===== config.mk =====
export PLATFORM = sky130hd
export DESIGN_NAME = write_once_option_registers
export DESIGN_NICKNAME = d
export VERILOG_FILES = /design/src/core/option_bank_pkg.sv /design/src/core/write_once_option_registers.sv
export SDC_FILE = /design/constraint.sdc
export NUM_CORES = 1
export LEC_CHECK = 0
export ABC_AREA = 1
export BUFFER_PORTS_ARGS = -buffer_cell sky130_fd_sc_hd__buf_2
export CAP_MARGIN = 20
export CELL_PAD_IN_SITES_DETAIL_PLACEMENT = 0
export CELL_PAD_IN_SITES_GLOBAL_PLACEMENT = 1
export CORE_ASPECT_RATIO = 2
export CORE_MARGIN = 4
export CORE_UTILIZATION = 34
export DETAILED_ROUTE_END_ITERATION = 16
export PLACE_DENSITY = 0.84
export SLEW_MARGIN = 15
export SYNTH_ARGS = -nofsm -noshare
export SYNTH_HDL_FRONTEND = slang
export SYNTH_SLANG_ARGS = --single-unit

===== constraint.sdc =====
create_clock -name i_sys_clk -period 2.46 [get_ports i_sys_clk]
set_input_delay 0.123 -clock i_sys_clk [delete_from_list [all_inputs] [get_ports i_sys_clk]]
set_output_delay 0.123 -clock i_sys_clk [all_outputs]
set_load 0.02 [all_outputs]

===== src/core/option_bank_pkg.sv =====
// Shared constants and types of the write-once option register bank
package option_bank_pkg;

  localparam int          ADDR_W       = 8;
  localparam logic [5:0]  OPT1_INDEX   = 6'h09;
  localparam logic [5:0]  OPT2_INDEX   = 6'h1E;
  localparam logic [5:0]  OPT3_INDEX   = 6'h1F;
  localparam logic [5:0]  STATUS_INDEX = 6'h20;
  localparam logic [7:0]  OPT1_ADDR    = {OPT1_INDEX, 2'b00};
  localparam logic [7:0]  OPT2_ADDR    = {OPT2_INDEX, 2'b00};
  localparam logic [7:0]  OPT3_ADDR    = {OPT3_INDEX, 2'b00};
  localparam logic [7:0]  STATUS_ADDR  = {STATUS_INDEX, 2'b00};

  localparam logic [1:0]  RESP_OKAY    = 2'h0;
  localparam logic [1:0]  RESP_SLVERR  = 2'h2;
  localparam logic [7:0]  OPT_RESET    = 8'h00;
  localparam logic        VMODE_RESET  = 1'b0;
  localparam logic [7:0]  OPT2_MASK    = 8'h7F;
  localparam logic [7:0]  OPT3_MASK    = 8'h7F;

  // Option register 1 fields
  localparam int WDOG_DIS_BIT  = 0;
  localparam int STOP_EN_BIT   = 1;
  localparam int SHORT_REC_BIT = 2;
  localparam int VMODE_BIT     = 3;
  localparam int DET_PWROFF_BIT = 4;
  localparam int DET_RSTINH_BIT = 5;
  localparam int DET_STOP_BIT  = 6;
  localparam int WDOG_PER_BIT  = 7;
  // Option register 2 fields
  localparam int SS_PU_DIS_BIT = 0;
  localparam int OSC_STOP_BIT  = 1;
  localparam int TB_PRE_BIT    = 2;
  localparam int EXT_CLK_BIT   = 3;
  localparam int SLOW_XTAL_BIT = 4;
  localparam int XTAL_EN_BIT   = 5;
  localparam int BAUD_SRC_BIT  = 6;
  // Option register 3 fields
  localparam int SPI_LOC_BIT   = 0;
  localparam int SER_LOC_BIT   = 1;
  localparam int PORT_SLEW_BIT = 2;
  localparam int CLK_SLEW_BIT  = 3;
  localparam int SPI_SLEW_BIT  = 4;
  localparam int TX_SLEW_BIT   = 5;
  localparam int RANGE_BIT     = 6;

  // Oscillator clock cycle counts
  localparam logic [17:0] WDOG_SHORT_CYCLES = 18'd8176;
  localparam logic [17:0] WDOG_LONG_CYCLES  = 18'd262128;
  localparam logic [12:0] REC_SHORT_CYCLES  = 13'd32;
  localparam logic [12:0] REC_LONG_CYCLES   = 13'd4096;
  localparam logic [12:0] STAB_XTAL_CYCLES  = 13'd4096;
  localparam logic [12:0] STAB_EXT_CYCLES   = 13'd16;

  typedef struct packed {
    logic [7:0]        opt1;
    logic [7:0]        opt2;
    logic [7:0]        opt3;
    logic [2:0]        written;
    logic              aw_held;
    logic [ADDR_W-1:0] awaddr;
    logic              w_held;
    logic [7:0]        wdata;
    logic              wlane0;
    logic              bvalid;
    logic [1:0]        bresp;
    logic              rvalid;
    logic [31:0]       rdata;
    logic [1:0]        rresp;
  } bank_state_t;

  typedef struct packed {
    logic        watchdog_disable;
    logic [17:0] watchdog_timeout_cycles;
    logic        detector_powered;
    logic        detector_active_in_stop;
    logic        detector_voltage_mode;
    logic        stop_enable;
    logic        serial_baud_source;
    logic        osc_input_pin_is_clock;
    logic        osc_output_pin_is_crystal;
    logic [12:0] monitor_stab_cycles;
    logic        monitor_crystal_range;
    logic        slow_crystal_select;
    logic [1:0]  crystal_range_code;
    logic        amp_fast_enable;
    logic        amp_mid_enable;
    logic        amp_slow_enable;
    logic        timebase_prescale_select;
    logic        slave_select_pullup_enable;
    logic        serial_tx_slew_ctrl;
    logic        spi_slew_ctrl;
    logic        clock_out_slew_ctrl;
    logic        port_slew_ctrl;
    logic        serial_pin_location;
    logic        spi_pin_location;
  } option_out_t;

endpackage


===== src/core/write_once_option_registers.sv =====
// Write-once option register bank with AXI4-Lite access
//
// Operation
// - First write after reset sticks; reads always
// - Reset clears all bits except voltage mode
// - Only power-on reset clears voltage mode
// - Period bit picks 8176 or 262128 cycles
// - Detector runs in stop if enabled, powered
// - Reset-inhibit bit blocks detector reset requests
// - Power-off bit powers detector down
// - Voltage-mode bit picks 5-V or 3-V
// - Short-recovery bit picks 32 or 4096 cycles
// - Detector-reset stop exit always long recovery
// - Stop disabled means stop opcode is illegal
// - Watchdog disable bit stops the watchdog
// - Baud source bus clock or oscillator clock
// - Crystal enable sets 4096/16 stabilization, range
// - Slow crystal sets generator, monitor threshold
// - Timebase bit inserts divide-by-128 prescaler
// - Oscillator-in-stop keeps clocks, else held low
// - Pullup-disable clear enables slave-select pullup
// - Slow and range bits enable crystal amplifiers
// - Slow crystal forces range zero, blocks writes
// - Four slew bits select slew-controlled drive
// - Pin-location bits choose serial, SPI pins
//
// The register addresses and the AXI4-Lite slave port are this design's own decisions.
`timescale 1ns/100ps
`default_nettype none

module write_once_option_registers (
  input  wire logic                                i_sys_clk,
  input  wire logic                                i_rst,
  input  wire logic                                i_por,
  input  wire logic [option_bank_pkg::ADDR_W-1:0]  i_awaddr,
  input  wire logic [2:0]                          i_awprot,
  input  wire logic                                i_awvalid,
  output logic                                     o_awready,
  input  wire logic [31:0]                         i_wdata,
  input  wire logic [3:0]                          i_wstrb,
  input  wire logic                                i_wvalid,
  output logic                                     o_wready,
  output logic [1:0]                               o_bresp,
  output logic                                     o_bvalid,
  input  wire logic                                i_bready,
  input  wire logic [option_bank_pkg::ADDR_W-1:0]  i_araddr,
  input  wire logic [2:0]                          i_arprot,
  input  wire logic                                i_arvalid,
  output logic                                     o_arready,
  output logic [31:0]                              o_rdata,
  output logic [1:0]                               o_rresp,
  output logic                                     o_rvalid,
  input  wire logic                                i_rready,
  input  wire logic                                i_detector_reset_req,
  input  wire logic                                i_stop_exit_by_detector,
  input  wire logic                                i_stop_opcode,
  input  wire logic                                i_in_stop_mode,
  output option_bank_pkg::option_out_t             o_options,
  output logic                                     o_detector_reset_to_sys,
  output logic                                     o_detector_on_in_stop,
  output logic [12:0]                              o_stop_recovery_cycles,
  output logic                                     o_stop_execute,
  output logic                                     o_stop_illegal,
  output logic                                     o_gen_clocks_run
);

  ////////////////////////////////////////////////////////////////////////
  // State

  option_bank_pkg::bank_state_t st;
  option_bank_pkg::bank_state_t next_st;
  logic                         vmode;
  logic                         next_vmode;
  logic                         prot_unused;
  logic [7:0]                   wr_byte;
  logic [7:0]                   rd_byte;
  logic                         rd_hit;

  assign prot_unused = ^{i_awprot, i_arprot, i_wdata[31:8], i_wstrb[3:1]};

  ////////////////////////////////////////////////////////////////////////
  // Bus handshakes

  assign o_awready = !st.aw_held && !st.bvalid;
  assign o_wready  = !st.w_held && !st.bvalid;
  assign o_arready = !st.rvalid;
  assign o_bvalid  = st.bvalid;
  assign o_bresp   = st.bresp;
  assign o_rvalid  = st.rvalid;
  assign o_rdata   = st.rdata;
  assign o_rresp   = st.rresp;

  ////////////////////////////////////////////////////////////////////////
  // Read decode

  always_comb begin
    rd_byte = 8'h00;
    rd_hit  = 1'b1;
    case (i_araddr)
      option_bank_pkg::OPT1_ADDR: begin
        rd_byte = st.opt1;
        rd_byte[option_bank_pkg::VMODE_BIT] = vmode;
      end
      option_bank_pkg::OPT2_ADDR: begin
        rd_byte = st.opt2;
      end
      option_bank_pkg::OPT3_ADDR: begin
        rd_byte = st.opt3;
      end
      option_bank_pkg::STATUS_ADDR: begin
        rd_byte = {5'h00, st.written};
      end
      default: begin
        rd_hit = 1'b0;
      end
    endcase
  end

  ////////////////////////////////////////////////////////////////////////
  // Next state

  always_comb begin
    next_st    = st;
    next_vmode = vmode;
    wr_byte    = st.wdata;

    if (i_awvalid && o_awready) begin
      next_st.aw_held = 1'b1;
      next_st.awaddr  = i_awaddr;
    end
    if (i_wvalid && o_wready) begin
      next_st.w_held = 1'b1;
      next_st.wdata  = i_wdata[7:0];
      next_st.wlane0 = i_wstrb[0];
    end

    if (st.bvalid && i_bready) begin
      next_st.bvalid = 1'b0;
    end

    // Both halves present: perform the write and answer
    if (st.aw_held && st.w_held) begin
      next_st.aw_held = 1'b0;
      next_st.w_held  = 1'b0;
      next_st.bvalid  = 1'b1;
      next_st.bresp   = option_bank_pkg::RESP_OKAY;
      case (st.awaddr)
        option_bank_pkg::OPT1_ADDR: begin
          if (st.wlane0 && !st.written[0]) begin
            next_st.opt1       = st.wdata;
            next_st.written[0] = 1'b1;
            next_vmode = st.wdata[option_bank_pkg::VMODE_BIT];
          end
        end
        option_bank_pkg::OPT2_ADDR: begin
          if (st.wlane0 && !st.written[1]) begin
            next_st.opt2       = st.wdata & option_bank_pkg::OPT2_MASK;
            next_st.written[1] = 1'b1;
            if (st.wdata[option_bank_pkg::SLOW_XTAL_BIT]) begin
              next_st.opt3[option_bank_pkg::RANGE_BIT] = 1'b0;
            end
          end
        end
        option_bank_pkg::OPT3_ADDR: begin
          if (st.wlane0 && !st.written[2]) begin
            wr_byte = st.wdata & option_bank_pkg::OPT3_MASK;
            if (st.opt2[option_bank_pkg::SLOW_XTAL_BIT]) begin
              wr_byte[option_bank_pkg::RANGE_BIT] = 1'b0;
            end
            next_st.opt3       = wr_byte;
            next_st.written[2] = 1'b1;
          end
        end
        option_bank_pkg::STATUS_ADDR: begin
          next_st.bresp = option_bank_pkg::RESP_OKAY;
        end
        default: begin
          next_st.bresp = option_bank_pkg::RESP_SLVERR;
        end
      endcase
    end

    if (st.rvalid && i_rready) begin
      next_st.rvalid = 1'b0;
    end
    if (i_arvalid && o_arready) begin
      next_st.rvalid = 1'b1;
      next_st.rdata  = {24'h000000, rd_byte};
      next_st.rresp  = rd_hit ? option_bank_pkg::RESP_OKAY
                              : option_bank_pkg::RESP_SLVERR;
    end
  end

  ////////////////////////////////////////////////////////////////////////
  // Registers

  always_ff @(posedge i_sys_clk or posedge i_rst) begin
    if (i_rst) begin
      st         <= '0;
      st.opt1    <= option_bank_pkg::OPT_RESET;
      st.opt2    <= option_bank_pkg::OPT_RESET;
      st.opt3    <= option_bank_pkg::OPT_RESET;
    end else begin
      st <= next_st;
    end
  end

  // Voltage mode survives every reset but power-on
  always_ff @(posedge i_sys_clk or posedge i_por) begin
    if (i_por) begin
      vmode <= option_bank_pkg::VMODE_RESET;
    end else begin
      vmode <= next_vmode;
    end
  end

  ////////////////////////////////////////////////////////////////////////
  // Option fan-out

  logic slow_x;
  logic range_x;
  assign slow_x  = st.opt2[option_bank_pkg::SLOW_XTAL_BIT];
  assign range_x = st.opt3[option_bank_pkg::RANGE_BIT];

  always_comb begin
    o_options = '0;
    o_options.watchdog_disable =
      st.opt1[option_bank_pkg::WDOG_DIS_BIT];
    o_options.watchdog_timeout_cycles =
      st.opt1[option_bank_pkg::WDOG_PER_BIT] ?
      option_bank_pkg::WDOG_SHORT_CYCLES :
      option_bank_pkg::WDOG_LONG_CYCLES;
    o_options.detector_powered =
      !st.opt1[option_bank_pkg::DET_PWROFF_BIT];
    o_options.detector_active_in_stop =
      st.opt1[option_bank_pkg::DET_STOP_BIT];
    o_options.detector_voltage_mode = vmode;
    o_options.stop_enable = st.opt1[option_bank_pkg::STOP_EN_BIT];
    o_options.serial_baud_source =
      st.opt2[option_bank_pkg::BAUD_SRC_BIT];
    o_options.osc_input_pin_is_clock =
      st.opt2[option_bank_pkg::EXT_CLK_BIT];
    o_options.osc_output_pin_is_crystal =
      st.opt2[option_bank_pkg::EXT_CLK_BIT] &&
      st.opt2[option_bank_pkg::XTAL_EN_BIT];
    o_options.monitor_stab_cycles =
      st.opt2[option_bank_pkg::XTAL_EN_BIT] ?
      option_bank_pkg::STAB_XTAL_CYCLES :
      option_bank_pkg::STAB_EXT_CYCLES;
    o_options.monitor_crystal_range =
      st.opt2[option_bank_pkg::XTAL_EN_BIT];
    o_options.slow_crystal_select = slow_x;
    o_options.crystal_range_code = {slow_x, range_x};
    o_options.amp_fast_enable = !slow_x && !range_x;
    o_options.amp_mid_enable  = !slow_x && range_x;
    o_options.amp_slow_enable = slow_x && !range_x;
    o_options.timebase_prescale_select =
      st.opt2[option_bank_pkg::TB_PRE_BIT];
    o_options.slave_select_pullup_enable =
      !st.opt2[option_bank_pkg::SS_PU_DIS_BIT];
    o_options.serial_tx_slew_ctrl =
      st.opt3[option_bank_pkg::TX_SLEW_BIT];
    o_options.spi_slew_ctrl =
      st.opt3[option_bank_pkg::SPI_SLEW_BIT];
    o_options.clock_out_slew_ctrl =
      st.opt3[option_bank_pkg::CLK_SLEW_BIT];
    o_options.port_slew_ctrl =
      st.opt3[option_bank_pkg::PORT_SLEW_BIT];
    o_options.serial_pin_location =
      st.opt3[option_bank_pkg::SER_LOC_BIT];
    o_options.spi_pin_location =
      st.opt3[option_bank_pkg::SPI_LOC_BIT];
  end

  ////////////////////////////////////////////////////////////////////////
  // Stop, detector and clock gating

  assign o_detector_on_in_stop =
    st.opt1[option_bank_pkg::DET_STOP_BIT] &&
    !st.opt1[option_bank_pkg::DET_PWROFF_BIT];

  assign o_detector_reset_to_sys =
    i_detector_reset_req &&
    !st.opt1[option_bank_pkg::DET_RSTINH_BIT];

  // Detector-caused exits ignore the short option
  assign o_stop_recovery_cycles =
    (st.opt1[option_bank_pkg::SHORT_REC_BIT] &&
     !i_stop_exit_by_detector) ?
    option_bank_pkg::REC_SHORT_CYCLES :
    option_bank_pkg::REC_LONG_CYCLES;

  assign o_stop_execute =
    i_stop_opcode && st.opt1[option_bank_pkg::STOP_EN_BIT];
  assign o_stop_illegal =
    i_stop_opcode && !st.opt1[option_bank_pkg::STOP_EN_BIT];

  assign o_gen_clocks_run =
    !i_in_stop_mode || st.opt2[option_bank_pkg::OSC_STOP_BIT];

endmodule

`default_nettype wire


==> impl_summary.md <==
Floorplanning
The number of standard-cell rows in the floorplan is 51. The floorplan core area is 9830 um^2. The initial cell density of the core is 0.349.

The area of the die is 11900 um^2. The count of pins on the block boundary is 183. The die is 150 um tall.

In this run the horizontal extent of the chip is 79.0 um.

Synth
The async set or reset register ratio after synthesis is 1.00. The cell area after technology mapping is 3430 um^2. The part of the Yosys area used for sequential elements is 0.409.

Of the post-synthesis cell area, the part taken by muxes is 0.00985. After technology mapping, the gate count stands at 421. Of the total synthesized cell area, the portion taken by AND, OR, NAND and NOR gates is 0.219.

The parity-gate share of the synthesized area counting xor and xnor cells is 0. The average instance area after synthesis is 8.15 um^2. The dominant register cell in the synthesized netlist is dfrtp_1. The fraction of the mapped netlist area in adder cells is 0.

The count of flip-flops with a built-in enable after synthesis is 0. The count of yosys warnings during synthesis is 0. After synthesis, the largest family of logic cells by area is buffers and inverters. The flip-flop and latch count after synthesis is 56. The synthesized netlist contains 27 unique library cells. The post-synthesis compound-gate area fraction is 0.0879.

Drt
The number of DRC violations after detailed routing is 0. After detailed routing, the number of vias per cell comes to 4.26. Before antenna repair, the detailed router went through 4 iterations. The count of nets left with antenna violations once routing finished came out at 0. The initial DRC count is 156. Summed over all layers, the routed wires come to 7410 um. Detailed routing inserted a total of 2611 vias.

After detailed routing, the average wire length per cell comes to 12.1 um.

Global routing
The via count of the first global-routing pass is 2556. Global routing finished with a remaining overflow of 0. The first global-routing pass estimated 11900 um of wire. The number of antenna violations at the first check in global routing is 0. The largest net degree at the start of global routing is 27. The all-layer global routing usage is 0.126.

STA
The shortest period the worst path allows is 1.59 ns. In this run the tightest slew margin relative to its limit is 0.637. The final number of max-transition violations was 0. The total count of hold-check failures in the final report is 0. The final count of negative-setup-slack endpoints is 0. The sum of negative setup slack is 0 ns.

For the pin with the worst max-slew slack, the measured transition is 0.544 ns. The upper clock frequency limit is 0.627 GHz. The worst-case setup margin in the final layout is 0.866 ns.

Setup repair after global routing left no endpoint under its margin. The share of the clock period used by the worst path after layout is 0.648. The clock skew is 0.00795 ns.

Cells and area
In the final design database the tool counted 550 nets. The most common cell after layout, fill and taps aside is buf_2. The count of placed standard cells in the final layout, fillers left out is 613. Compared with the post-synthesis result, the final layout area differs by 7.81%. Leaving out fill and tap cells, the most frequent cells in the layout are buf_2, nand2_1, conb_1, dfrtp_1, inv_1.

The fraction of final layout cells with drive strength greater than 1 is 0.285. The number of antenna diodes in the final layout is 0.

Critical path
The dominant delay contributor by cell family on the critical path is simple AND/OR/NAND/NOR gates. The worst register-to-register path ends at o_options[1]. For the worst setup path, the data required time is 2.64 ns. Measured in cells, the most critical reg-to-reg path has a length of 6. The critical path in this run is classified as reg -> reg. Data arrives at the worst endpoint at 1.77 ns. In this run the critical register-to-register path is launched from st[48].

The cell occurring most often along the worst timing path is nand2_1. The number of buffers and inverters on the critical path is 1. The maximum fanout along the worst path is 13. Traced cell by cell, the critical path runs through inv_1 > nand2_1 > nor2_1 > nand4_2 > nand2_1 > o21ai_2. The worst register-to-register path has a setup slack of 0.87 ns. The worst setup path is captured at a flop. STA classifies the critical path startpoint as a flop. On the critical path, the stage with the largest delay is an instance of nand4_2. The biggest cell delay along the critical path is 0.43 ns.

CTS
The clock net in this run drives a total of 56 sinks. The cell at the root of the clock tree is clkbuf_16. TritonCTS built the clock tree. The clock passes through at most 2 buffers. The later-pin clock latency in the skew report is 0.30 ns. The CTS buffer count is 5.

After clock tree synthesis, the clock-pin slew on the worst setup and hold paths is 0.07 ns. In this run the number of H-tree levels came out at 2.

Placed design
Detailed placement ended at an HPWL of 6030 um. The count of input and output buffers is 88. The worst slack after detailed placement is 0.869 ns. The congestion estimate from routability-driven global placement came to 0.763. Once placement completed, the tool counted placed cells totaling 603.

Hold path
In this run the worst hold path is classified as in -> reg. The worst hold path begins at i_rready. Counting instances, the worst hold path has a depth of 2. The destination of the worst hold path is o_rvalid.

Outcome
The flow ran to the end, and the final reports show no timing, DRC or antenna violations.

Pwr
The power per standard cell area is 763 nW/um^2. The leakage dissipation is 2.08 nW. The maximum VDD drop is 0.472 mV.

Run
The max-capacitance violation count is 0.
## worst register-to-register path: stages, from the launching register on
cell and delay (ns):
dfrtp_1 0.36, inv_1 0.07, nand2_1 0.12, nor2_1 0.23, nand4_2 0.43, nand2_1 0.21
o21ai_2 0.07
## worst max-delay path by stage
stage                 from           end  slack [ns]  cells past startpoint
global route        st[49]  o_options[2]        0.71                      6
finish              st[48]  o_options[1]        0.87                      6
global placement    st[48]  o_options[1]        0.90                      6
detailed placement  st[55]  o_options[1]        0.87                      6
floorplan            i_rst    o_bresp[1]        0.99                      1
CTS                 st[48]  o_options[1]        0.85                      6
## flip-flops by register name (all words and copies together), names as in the netlist
register	flops
st	28
o_rvalid	1
o_rdata	8
o_rresp	1
o_bvalid	1
o_options	15
o_bresp	1
vmode	1
## cell type report
class	instances	area [um^2]
multi-input combinational	276	1320
inverter	48	180
clock inverter	3	26.3
tap	132	165
fill	1040	6130
timing repair buffer	93	483
clock buffer	5	125
sequential	56	1400
## Yosys cell counts (2+ instances only)
library cell	number	area, um^2
inv_1	48	180
dfrtp_1	56	1400
o21ai_1	2	10.0
nand2_2	5	31.3
nand4_1	3	18.8
mux2_2	3	33.8
nor2_2	3	18.8
buf_4	94	706
buf_6	3	33.8
nand3_1	34	170
buf_2	2	10.0
nor3_1	4	20.0
a22oi_1	2	15.0
o21ai_2	21	184
nand2_1	80	300
nor2_1	33	124
o21ai_0	3	15.0
conb_1	2	7.51
a21oi_1	14	70.1
nor2_4	2	22.5
## per-stage QoR
stage               power [W]  utilization  cell area (um^2)  hold slack [ns]
global placement      0.00209        0.359              3530          -0.0378
finish                0.00282        0.376              3700           0.0121
CTS                   0.00286        0.376              3700          0.00989
detailed placement    0.00212        0.359              3530          -0.0397
floorplan             0.00200            -              3650           -0.148
global route          0.00301        0.376              3700           0.0154
## what timing repair did
action                                 4_1_cts  5_1_grt
setup buffers                                0        0
hold buffers                                 2        0
gates resized for setup                      0        0
endpoints found under the hold margin       25        0
## layer usage
layer | global-route usage | part of all wire | up-vias
li1 | - | - | 1286
met1 | 0.129 | 0.34 | 1188
met2 | 0.242 | 0.55 | 119
met3 | 0.0205 | 0.077 | 18
met4 | 0.0568 | 0.033 | 0
met5 | 0 | 0 | -
## power by group
| part | internal, W | total (W) | switching (W) |
|---|---|---|---|
| Sequential | 0.00111 | 0.00124 | 0.000123 |
| Clock | 0.000387 | 0.000733 | 0.000346 |
| Combinational | 0.000242 | 0.000852 | 0.000610 |
## cell families after synthesis
| kind of cell | count (synthesis) |
|---|---|
| and+or+nand+nor | 169 |
| AOI/OAI and AO/OA | 43 |
| buffers and inverters | 148 |
| DFF | 56 |
| other | 2 |
| muxes | 3 |
Power figures use the tool's default switching activity.
